## config.mk

```make
export PLATFORM = sky130hd
export DESIGN_NAME = sucp_port
export DESIGN_NICKNAME = d
export VERILOG_FILES = /design/src/sucp_pkg.sv /design/src/sucp_port.sv /design/src/sucp_sync.sv
export VERILOG_INCLUDE_DIRS = /design/src
export SDC_FILE = /design/constraint.sdc
export NUM_CORES = 1
export LEC_CHECK = 0
export ABC_AREA = 1
export BUFFER_PORTS_ARGS = -buffer_cell sky130_fd_sc_hd__buf_2
export CAP_MARGIN = 20
export CORE_MARGIN = 2
export CORE_UTILIZATION = 45
export DETAILED_ROUTE_END_ITERATION = 10
export MAX_ROUTING_LAYER = met4
export SYNTH_ARGS = -nofsm -noshare
export SYNTH_HDL_FRONTEND = slang
export SYNTH_SLANG_ARGS = --single-unit
```

## constraint.sdc

```tcl
create_clock -name ref_clk_in -period 1.8 [get_ports ref_clk_in]
set_clock_uncertainty 0.15 [all_clocks]
set_input_delay 0.09 -clock ref_clk_in [delete_from_list [all_inputs] [get_ports ref_clk_in]]
set_output_delay 0.09 -clock ref_clk_in [all_outputs]
set_load 0.01 [all_outputs]
```

## src/sucp_defs.svh

```systemverilog
// constants for the serial command port of the uart
`ifndef SUCP_DEFS_SVH
`define SUCP_DEFS_SVH
`define SUCP_WORD_W        16
`define SUCP_OP_HI         15
`define SUCP_OP_LO         14
`define SUCP_CFG_HI        13
`define SUCP_CFG_W         14
`define SUCP_BIT_RXAVAIL   15
`define SUCP_BIT_TXEMPTY   14
`define SUCP_BIT_SHDN      12
`define SUCP_BIT_IRDA      7
`define SUCP_BIT_SEVEN     4
`define SUCP_BIT_INHIBIT   10
`define SUCP_BIT_HSHAKE    9
`define SUCP_BIT_NINTH     8
`define SUCP_BIT_ERR       10
`define SUCP_CFG_RST       14'h0000
`define SUCP_SYNC_INV      4'h5
`define SUCP_CNT_W         5
`define SUCP_WORD_BITS     5'h10
`endif

```

## src/sucp_pkg.sv

```systemverilog
// types of the serial command port
package sucp_pkg;
  typedef enum logic [1:0] {
    SUCP_OP_RD_DATA = 2'h0,
    SUCP_OP_RD_CFG  = 2'h1,
    SUCP_OP_WR_DATA = 2'h2,
    SUCP_OP_WR_CFG  = 2'h3
  } sucp_op_e;
  typedef logic [15:0] sucp_word_t;
endpackage

```

## src/sucp_port.sv

```systemverilog
// serial command port of the uart: frame shifter, config and data decode
//
// Functional notes
// - bits 15:14 select one of four operations
// - read config returns fields; write config zeros
// - config bit 7 selects infrared pulse timing
// - config bit 4 one means seven bits
// - write data bit 9 one drives handshake low
// - data ops return bit 9 one when cts low
// - reply bit 15 flags received data waiting
// - reply bit 14 flags transmit buffer empty
`timescale 1ns/100ps
`default_nettype none
`include "sucp_defs.svh"
module sucp_port (
  // clock and reset
  input  wire logic             ref_clk_in,
  input  wire logic             nrst_in,
  // serial link pins
  input  wire logic             sclk_in,
  input  wire logic             n_cs_in,
  input  wire logic             mosi_in,
  output logic                  miso_out,
  output logic                  miso_oe_out,
  // handshake pins
  input  wire logic             n_cts_in,
  output logic                  n_rts_out,
  // uart engine side
  input  wire logic             rx_valid_in,
  input  wire logic [7:0]       rx_char_in,
  input  wire logic             rx_ninth_bit_in,
  input  wire logic             overrun_or_frame_error_in,
  input  wire logic             tx_empty_in,
  output logic                  rx_pop_out,
  output logic                  tx_push_out,
  output logic [7:0]            tx_char_out,
  output logic                  tx_ninth_bit_out,
  output logic                  tx_output_inhibit_out,
  output logic [13:0]           config_out,
  output logic                  infrared_timing_select_out,
  output logic                  seven_bit_select_out
);
  import sucp_pkg::*;

  // ----------------------------------------
  // pin synchronisation
  // ----------------------------------------
  logic [3:0] pins_s;
  logic       sclk_s, cs_act_s, mosi_s, cts_low_s;
  // chip select and cts are active low: inverted so reset value means idle
  sucp_sync #(.WIDTH(4)) u_sync (
    .clk_in     (ref_clk_in),
    .nrst_in    (nrst_in),
    .d_in       ({sclk_in, n_cs_in, mosi_in, n_cts_in}),
    .rst_val_in (`SUCP_SYNC_INV),
    .q_out      (pins_s)
  );
  assign sclk_s    = pins_s[3];
  assign cs_act_s  = pins_s[2];
  assign mosi_s    = pins_s[1];
  assign cts_low_s = pins_s[0];

  logic sclk_d_r, cs_d_r;
  logic sclk_rise, sclk_fall, frame_start, frame_end;
  always_ff @(posedge ref_clk_in or negedge nrst_in) begin
    if (!nrst_in) begin
      sclk_d_r <= 1'b0;
      cs_d_r   <= 1'b0;
    end else begin
      sclk_d_r <= sclk_s;
      cs_d_r   <= cs_act_s;
    end
  end
  assign sclk_rise   = sclk_s & ~sclk_d_r & cs_act_s;
  assign sclk_fall   = ~sclk_s & sclk_d_r & cs_act_s;
  assign frame_start = cs_act_s & ~cs_d_r;
  assign frame_end   = ~cs_act_s & cs_d_r;

  // ----------------------------------------
  // shift registers
  // ----------------------------------------
  sucp_word_t               rx_sh_r, tx_sh_r, reply;
  logic [`SUCP_CNT_W-1:0]   bit_cnt_r;
  logic [13:0]              cfg_r;
  logic                     shdn_r;
  logic                     hs_low_r;

  // opcode peeked while shifting decides reply body
  sucp_op_e peek_op;
  assign peek_op = sucp_op_e'({rx_sh_r[0], mosi_s});

  always_comb begin
    reply = '0;
    reply[`SUCP_BIT_RXAVAIL] = rx_valid_in;
    reply[`SUCP_BIT_TXEMPTY] = tx_empty_in;
  end

  // reply needs opcode, known only after two bits; body loads on bit-2 edge
  // one shift has already happened then, so the body sits one place higher
  always_ff @(posedge ref_clk_in or negedge nrst_in) begin
    if (!nrst_in) begin
      rx_sh_r   <= '0;
      tx_sh_r   <= '0;
      bit_cnt_r <= '0;
    end else if (frame_start) begin
      tx_sh_r   <= reply;
      bit_cnt_r <= '0;
    end else if (sclk_rise) begin
      rx_sh_r <= {rx_sh_r[`SUCP_WORD_W-2:0], mosi_s};
      if (bit_cnt_r != `SUCP_WORD_BITS) begin
        bit_cnt_r <= bit_cnt_r + 1'b1;
      end
      if (bit_cnt_r == 5'h01) begin
        case (peek_op)
          // config fields on read, zeros on write
          SUCP_OP_RD_CFG: begin
            tx_sh_r <= {tx_sh_r[`SUCP_WORD_W-1],
                        cfg_r[13], shdn_r, cfg_r[11:0], 1'b0};
          end
          SUCP_OP_WR_CFG: begin
            tx_sh_r <= {tx_sh_r[`SUCP_WORD_W-1], 14'h0000, 1'b0};
          end
          default: begin
            // cts low reads back as one
            tx_sh_r <= {tx_sh_r[`SUCP_WORD_W-1], 3'h0,
                        overrun_or_frame_error_in, cts_low_s,
                        rx_ninth_bit_in, rx_char_in, 1'b0};
          end
        endcase
      end
    end else if (sclk_fall) begin
      tx_sh_r <= {tx_sh_r[`SUCP_WORD_W-2:0], 1'b0};
    end
  end

  // miso shows the msb of the reply shifter while selected
  always_ff @(posedge ref_clk_in or negedge nrst_in) begin
    if (!nrst_in) begin
      miso_out    <= 1'b0;
      miso_oe_out <= 1'b0;
    end else begin
      miso_out    <= tx_sh_r[`SUCP_WORD_W-1];
      miso_oe_out <= cs_act_s;
    end
  end

  // ----------------------------------------
  // command execution at frame close
  // ----------------------------------------
  logic     done;
  sucp_op_e cmd_op;
  // only a frame of at least 16 bits is acted on
  assign done   = frame_end && (bit_cnt_r == `SUCP_WORD_BITS);
  assign cmd_op = sucp_op_e'(rx_sh_r[`SUCP_OP_HI:`SUCP_OP_LO]);

  always_ff @(posedge ref_clk_in or negedge nrst_in) begin
    if (!nrst_in) begin
      cfg_r  <= `SUCP_CFG_RST;
      shdn_r <= 1'b0;
    end else if (done && cmd_op == SUCP_OP_WR_CFG) begin
      cfg_r  <= rx_sh_r[`SUCP_CFG_HI:0];
      shdn_r <= rx_sh_r[`SUCP_BIT_SHDN];
    end
  end

  always_ff @(posedge ref_clk_in or negedge nrst_in) begin
    if (!nrst_in) begin
      hs_low_r              <= 1'b0;
      tx_push_out           <= 1'b0;
      rx_pop_out            <= 1'b0;
      tx_char_out           <= 8'h00;
      tx_ninth_bit_out      <= 1'b0;
      tx_output_inhibit_out <= 1'b0;
    end else begin
      tx_push_out <= done && cmd_op == SUCP_OP_WR_DATA;
      rx_pop_out  <= done && !cmd_op[1] && cmd_op == SUCP_OP_RD_DATA && rx_valid_in;
      if (done && cmd_op == SUCP_OP_WR_DATA) begin
        // bit 9 one pulls handshake output low
        hs_low_r              <= rx_sh_r[`SUCP_BIT_HSHAKE];
        tx_char_out           <= rx_sh_r[7:0];
        tx_ninth_bit_out      <= rx_sh_r[`SUCP_BIT_NINTH];
        tx_output_inhibit_out <= rx_sh_r[`SUCP_BIT_INHIBIT];
      end
    end
  end

  always_ff @(posedge ref_clk_in or negedge nrst_in) begin
    if (!nrst_in) begin
      n_rts_out                  <= 1'b1;
      config_out                 <= `SUCP_CFG_RST;
      infrared_timing_select_out <= 1'b0;
      seven_bit_select_out       <= 1'b0;
    end else begin
      n_rts_out                  <= ~hs_low_r;
      config_out                 <= cfg_r;
      infrared_timing_select_out <= cfg_r[`SUCP_BIT_IRDA];
      seven_bit_select_out       <= cfg_r[`SUCP_BIT_SEVEN];
    end
  end

  // ----------------------------------------
  // checks
  // ----------------------------------------
  a_cfg_update: assert property (@(posedge ref_clk_in) disable iff (!nrst_in)
    (done && cmd_op == SUCP_OP_WR_CFG) |=> cfg_r == $past(rx_sh_r[13:0]))
    else $error("config not stored after write frame");
  a_short_ignored: assert property (@(posedge ref_clk_in) disable iff (!nrst_in)
    (frame_end && bit_cnt_r != `SUCP_WORD_BITS) |=> $stable(cfg_r) && !tx_push_out)
    else $error("short frame changed state");
  a_irda_follow: assert property (@(posedge ref_clk_in) disable iff (!nrst_in)
    ##1 infrared_timing_select_out == $past(cfg_r[7]))
    else $error("infrared select does not follow config");
  a_seven_follow: assert property (@(posedge ref_clk_in) disable iff (!nrst_in)
    ##1 seven_bit_select_out == $past(cfg_r[4]))
    else $error("length select does not follow config");
  a_rts_level: assert property (@(posedge ref_clk_in) disable iff (!nrst_in)
    (done && cmd_op == SUCP_OP_WR_DATA) |=> ##1 n_rts_out == !$past(rx_sh_r[9], 2))
    else $error("handshake output wrong level");
  a_wrcfg_zero: assert property (@(posedge ref_clk_in) disable iff (!nrst_in)
    (sclk_rise && bit_cnt_r == 5'h01 && peek_op == SUCP_OP_WR_CFG) |=> tx_sh_r[14:1] == 14'h0000)
    else $error("write config reply not zero");
  a_cts_reply: assert property (@(posedge ref_clk_in) disable iff (!nrst_in)
    (sclk_rise && bit_cnt_r == 5'h01 && !peek_op[0]) |=> tx_sh_r[10] == $past(cts_low_s))
    else $error("cts reply wrong");
  a_flags_load: assert property (@(posedge ref_clk_in) disable iff (!nrst_in)
    frame_start |=> tx_sh_r[15] == $past(rx_valid_in) && tx_sh_r[14] == $past(tx_empty_in))
    else $error("status flags not loaded at frame start");
  c_wr_cfg: cover property (@(posedge ref_clk_in) done && cmd_op == SUCP_OP_WR_CFG);
  c_wr_data: cover property (@(posedge ref_clk_in) done && cmd_op == SUCP_OP_WR_DATA);
  c_rd_data: cover property (@(posedge ref_clk_in) rx_pop_out);
  c_short: cover property (@(posedge ref_clk_in) frame_end && bit_cnt_r != `SUCP_WORD_BITS);
endmodule
`default_nettype wire

```

## src/sucp_sync.sv

```systemverilog
// two-flop synchroniser for pin inputs
`timescale 1ns/100ps
`default_nettype none
module sucp_sync #(
  parameter int WIDTH = 1
) (
  input  wire logic             clk_in,
  input  wire logic             nrst_in,
  input  wire logic [WIDTH-1:0] d_in,
  input  wire logic [WIDTH-1:0] rst_val_in,
  output logic      [WIDTH-1:0] q_out
);
  logic [WIDTH-1:0] meta_r;
  initial begin
    if (WIDTH < 1) $error("sucp_sync: WIDTH must be positive");
  end
  // reset to zero; lines set in rst_val_in are inverted here so idle-high reads zero
  always_ff @(posedge clk_in or negedge nrst_in) begin
    if (!nrst_in) begin
      meta_r <= '0;
      q_out  <= '0;
    end else begin
      meta_r <= d_in ^ rst_val_in;
      q_out  <= meta_r;
    end
  end
endmodule
`default_nettype wire

```

# After elaboration in Yosys (flattened, before gate mapping)
# Index checks and enable logic that the tools add are counted.
# word_totals
regBits	93
output_inout_bits	31
input_bits	18
word_cells	68
# classes
addsub	1
eq_ne	9
mux	8
n_bitwise	13
n_reduce_logical	16
# ops
operator	count
$mux W16	3
$pmux W15 S2	1
$mux W15	1
$mux W5	3
$reduce_and A2 Y1	4
$and A1 B1 Y1	6
$eq A2 B2 Y1 const B	3
$logic_and A1 B1 Y1	6
$not A1 Y1	6
$reduce_bool A2 Y1	3
$add A5 B1 Y5 const B	1
$eq A5 B1 Y1 const B	1
$eq A5 B5 Y1 const B	1
$ne A5 B5 Y1 const B	1
$ne A3 B1 Y1 const B	1
$reduce_bool A3 Y1	1
$eq A2 B1 Y1 const B	1
$logic_not A2 Y1	1
$ne A2 B1 Y1 const B	1
$not A2 Y2	1
$logic_not A1 Y1	1

# Logic depth before layout (Yosys ltp)
# logic_depth
word_depth	6
depth_mapped	9
mapped_depth_nobuf	8

# Hierarchy
# Synthesis repeated with hierarchy kept, for this count alone.
# unflattened
cells_unflattened	406
area_unflattened_um2	3627.2
# modules_own_cells
mod	seq_area_each_um2	area_per_inst_um2	instances	cells_per_inst
sucp_port	2028.2	3352.0	1	378
sucp_sync	200.2	275.3	1	28

# Least setup slack after synthesis
# OpenSTA, ideal clock, no wires.
# synth_path
path_kind	register to register
startpoint	register bit_cnt_r[0]
endpoint	register cfg_r[13]
required_ns	1.524
arrival_time_ns	1.319
path_stages_with_launch	9
path_slack_ns	0.205
period_less_slack_ns	1.595
setup_time_ns	0.126
path_buffers	1
cell_sequence	dfrtp_1 inv_1 ha_1 nand2_1 nor2_2 nand4_4 buf_2 nand2_1 o21ai_0
# synth_via
elab_chain_cells	3
# synth_rtl
element	line_no	rtl
start, declared	sucp_port.sv:83	logic [`SUCP_CNT_W-1:0] bit_cnt_r;
start signal, assigned	sucp_port.sv:111	bit_cnt_r <= bit_cnt_r + 1'b1;
$eq A5 B5 Y1 (no source line)	-	
$logic_and A1 B1 Y1	sucp_port.sv:153	assign done = frame_end && (bit_cnt_r == `SUCP_WORD_BITS);
$logic_and A1 B1 Y1	sucp_port.sv:160	end else if (done && cmd_op == SUCP_OP_WR_CFG) begin
end signal, assigned	sucp_port.sv:158	cfg_r <= `SUCP_CFG_RST;
end signal, assigned	sucp_port.sv:161	cfg_r <= rx_sh_r[`SUCP_CFG_HI:0];
end, declared	sucp_port.sv:84	logic [13:0] cfg_r;
# No other way between the ends.
# A chain may end at the register's enable or synchronous reset.

# Final worst setup path
# layout_path
startpoint	register bit_cnt_r[0]
endpoint	register tx_char_out[5]
# layout_via
elab_chain_cells	3
# layout_rtl
element	line_no	rtl
$eq A5 B5 Y1 (no source line)	-	
$logic_and A1 B1 Y1	sucp_port.sv:153	
$logic_and A1 B1 Y1	sucp_port.sv:177	if (done && cmd_op == SUCP_OP_WR_DATA) begin
end signal, assigned	sucp_port.sv:180	tx_char_out <= rx_sh_r[7:0];
end, declared	sucp_port.sv:36	output logic [7:0] tx_char_out,
# No other way between the ends.

==> metrics.csv <==
stage;metric;value;unit
power;Combinational Power Share;11.9;%
cells_and_area;number of inserted filler cells in the final layout;690;
logic_synthesis;register area share after synthesis;62.2;%
power;Sequential Power Share;55.3;%
placed_design;detailed-placement wirelength estimate;5010;um
sta;final worst path period need;1.67;ns
drt;average wire per cell in the routed design;12.9;um
power;Power Total;3.93;mW
sta;Max-Slew Margin vs Limit;70.8;%
floorplanning;number of top-level pins;49;
clocking;insertion delay of the later-clocked pin in the worst-skew pair;0.36;ns
cells_and_area;commonest non-fill, non-tap cells in the layout;sky130_fd_sc_hd__nand2_1, sky130_fd_sc_hd__dfrtp_1, sky130_fd_sc_hd__buf_2;
power;cell-internal power;2.81;mW
setup_path;Worst EP required;1.89;ns
sta;final hold slack;0.0508;ns
clocking;clock input transition at the sequential cells of the worst setup and hold paths;0.10;ns
floorplanning;initial cell density of the core;46.4;%
drt;drt initial violations;137;
logic_synthesis;Avg Inst Size Synth;9.26;sq um
logic_synthesis;flop and latch count out of synthesis;89;
sta;transition time of the tightest slew-check pin;0.437;ns
drt;Antenna Violating Nets Remaining;0;
clocking;CTS H-tree lvls;3;
cells_and_area;leading cell type in the layout, fill and taps excluded;sky130_fd_sc_hd__nand2_1;
sta;highest clock frequency the design can meet;598;MHz
global_routing;initial antenna violation count;0;
power;switching share of power;28.6;%
placed_design;worst setup timing slack at the placement stage;0.0133;ns
setup_path;startpoint type of the worst setup path;flip-flop;
cells_and_area;net total in the final layout;483;
sta;Sum Neg Setup Slack;0;ns
logic_synthesis;number of standard cells after synthesis;387;
cells_and_area;Inserted Diodes;0;
setup_path;critical setup path kind;flip-flop to flip-flop;
drt;Remaining DRCs;0;
floorplanning;vertical extent of the die;93.2;um
global_routing;number of global-route vias before repair;2661;
cells_and_area;relative area change from synthesis to final layout;22.0;%
global_routing;first-pass GRT wire length;12700;um
sta;share of the clock period used by the worst path;92.9;%
sta;RSZ-0062 raised after global routing;no;
floorplanning;area of the core region;7730;sq um
logic_synthesis;Synthesis Warnings;0;
logic_synthesis;unique cell type count in the Yosys netlist;26;
power;Peak VDD IR;0.432;mV
power;Lkg Pwr;2.29;nW
clocking;clock buffers created by TritonCTS;9;
power;switching power;1.12;mW
sta;worst path setup slack after routing;0.127;ns
cells_and_area;count of non-filler cells in the finished layout;569;
run;count of maximum capacitance violations;0;
drt;first-pass detailed-route iteration total;4;
drt;via density per instance;4.80;
global_routing;largest net degree at the start of global routing;34;
sta;number of setup violations in the final report;0;
cells_and_area;layout cells sized above 1;20.8;%
drt;total wire length after detailed routing;7320;um
global_routing;gr ovfl total;0;
logic_synthesis;Mapped Nets;408;
floorplanning;chip width;93.2;um
floorplanning;# rows;32;
power;power density relative to cell area;900;nW/um^2
floorplanning;area enclosed by the die boundary;8690;sq um
setup_path;data arrival time of the critical path;1.77;ns
setup_path;type of destination of the critical path;flip-flop;
placed_design;placer's final routability congestion estimate;0.779;
clocking;TritonCTS clock tree;yes;
logic_synthesis;cell area after synthesis;3580;sq um
power;clock network fraction of total power;32.9;%
placed_design;total instance count after detailed placement;535;
worst_hold_path;Tightest Hold Check Type;input pin to async pin;
sta;final count of hold timing violations;0;
placed_design;Port Buffers;48;
setup_path;CP max FO;22;
clocking;Clock Sinks;89;
clocking;clk root buf;sky130_fd_sc_hd__clkbuf_8;
sta;pins over their slew limit;0;
drt;vias post-DR;2729;
outcome;run status;finished clean;
global_routing;global-route usage over all layers;19.3;%
clocking;buffers from clock root to sink, at most;2;
==> layer usage <==
metal / GRT usage, % / vias to the layer above / wire (um)
met5: - / - / 0
met4: 8.33 / 0 / 139
met3: 3.30 / 15 / 304
met2: 28.7 / 66 / 3330
met1: 26.4 / 1294 / 3550
li1: - / 1354 / -
==> through the flow <==
stage / area (sq um) / util, %
after floorplan: 3580 / -
after global placement: 3990 / 51.7
after detailed placement: 3990 / 51.7
after CTS: 4350 / 56.3
after global routing: 4370 / 56.6
final: 4370 / 56.6
==> logic make-up (layout without fill, tap and decap cells) <==
group | Yosys count | count (layout) | synth area share [%]
adder cells (fa/ha/maj) | 3 | 3 | 1.05
AO/OA/AOI/OAI | 49 | 49 | 7.26
XOR/XNOR | 2 | 2 | 0.489
AND/OR/NAND/NOR | 201 | 201 | 23.4
buffers and inverters | 43 | 123 | 5.59
flip-flops | 89 | 89 | 62.2
==> registers in the layout, indices dropped and copies added (netlist names) <==
register               cells
bit_cnt_r                  5
cfg_r                     14
config_out                14
hs_low_r                   1
miso_oe_out                1
miso_out                   1
n_rts_out                  1
rx_pop_out                 1
rx_sh_r                   16
sclk_d_r                   1
tx_char_out                8
tx_ninth_bit_out           1
tx_output_inhibit_out      1
tx_push_out                1
tx_sh_r                   15
u_sync.meta_r              4
u_sync.q_out               4
==> synthesized netlist by cell type <==
library cell	count	area (sq um)
sky130_fd_sc_hd__o21ai_0	30	150
sky130_fd_sc_hd__nand2_1	167	627
sky130_fd_sc_hd__o21ai_1	16	80.1
sky130_fd_sc_hd__nand3_1	13	65.1
sky130_fd_sc_hd__buf_6	2	22.5
sky130_fd_sc_hd__nor2_4	2	22.5
sky130_fd_sc_hd__clkbuf_1	4	15.0
sky130_fd_sc_hd__inv_1	26	97.6
sky130_fd_sc_hd__a21oi_1	1	5.00
sky130_fd_sc_hd__o21ai_2	1	8.76
sky130_fd_sc_hd__nor2_1	7	26.3
sky130_fd_sc_hd__nand4_1	3	18.8
sky130_fd_sc_hd__ha_1	3	37.5
sky130_fd_sc_hd__nand2_2	1	6.26
sky130_fd_sc_hd__nor3_1	1	5.00
sky130_fd_sc_hd__xnor2_1	1	8.76
sky130_fd_sc_hd__inv_2	2	7.51
sky130_fd_sc_hd__nand4_4	1	21.3
sky130_fd_sc_hd__dfstp_2	1	26.3
sky130_fd_sc_hd__nor2_2	4	25.0
sky130_fd_sc_hd__buf_4	5	37.5
sky130_fd_sc_hd__xor2_1	1	8.76
sky130_fd_sc_hd__dfrtp_1	88	2200
sky130_fd_sc_hd__o21ai_4	1	16.3
sky130_fd_sc_hd__nand2_4	2	22.5
sky130_fd_sc_hd__buf_2	4	20.0
==> layout make-up <==
type | instances | area (sq um) | share of cell area, %
clock buffers | 9 | 124 | 2.83
clock inverters | 7 | 61.3 | 1.40
flip-flops and latches | 89 | 2230 | 51.0
multi-input cells | 255 | 1170 | 26.7
well taps | 102 | 128 | 2.92
inverters | 28 | 105 | 2.40
repair buffers | 79 | 557 | 12.7
==> path summary, 6_finish.rpt <==
kind,cells after the start,slack [ns],start,end
max in group asynchronous,3,0.89,nrst_in,tx_sh_r[2]$_DFFE_PN0P_
setup reg to reg,8,0.13,bit_cnt_r[0]$_DFFE_PN0P_,tx_char_out[5]$_DFFE_PN0P_
min in group ref_clk_in,7,0.06,overrun_or_frame_error_in,tx_sh_r[11]$_DFFE_PN0P_
hold / removal,2,0.05,nrst_in,bit_cnt_r[2]$_DFFE_PN0P_
setup / recovery,8,0.13,bit_cnt_r[0]$_DFFE_PN0P_,tx_char_out[5]$_DFFE_PN0P_
hold reg to reg,0,0.20,u_sync.meta_r[3]$_DFF_PN0_,u_sync.q_out[3]$_DFF_PN0_
==> worst max-delay path, cell delays in order, from the launching register on <==
cell,delay [ns]
sky130_fd_sc_hd__dfrtp_1,0.43
sky130_fd_sc_hd__inv_2,0.08
sky130_fd_sc_hd__ha_2,0.18
sky130_fd_sc_hd__nand2_1,0.09
sky130_fd_sc_hd__nor2_4,0.16
sky130_fd_sc_hd__nand4_1,0.14
sky130_fd_sc_hd__buf_6,0.19
sky130_fd_sc_hd__nand2_1,0.06
sky130_fd_sc_hd__o21ai_0,0.07
==> repair_timing <==
item	CTS	global route
resized for setup	2	5
hold buffers	16	0
setup endpoints to repair	12	21
pin swaps	0	1
cloned	0	0
setup buffers	0	2
endpoints found under the hold margin	105	0
==> power by group through the flow <==
stage,registers [mW],clock network [mW],logic (mW)
5_1_grt,2.19,1.42,0.537
3_5_place_dp,2.21,0,0.424
4_1_cts,2.17,1.33,0.460
6_report,2.17,1.29,0.467
2_1_floorplan,2.20,0,0.269
3_3_place_gp,2.21,0,0.412
No activity file was read; power rests on OpenSTA's default activity.
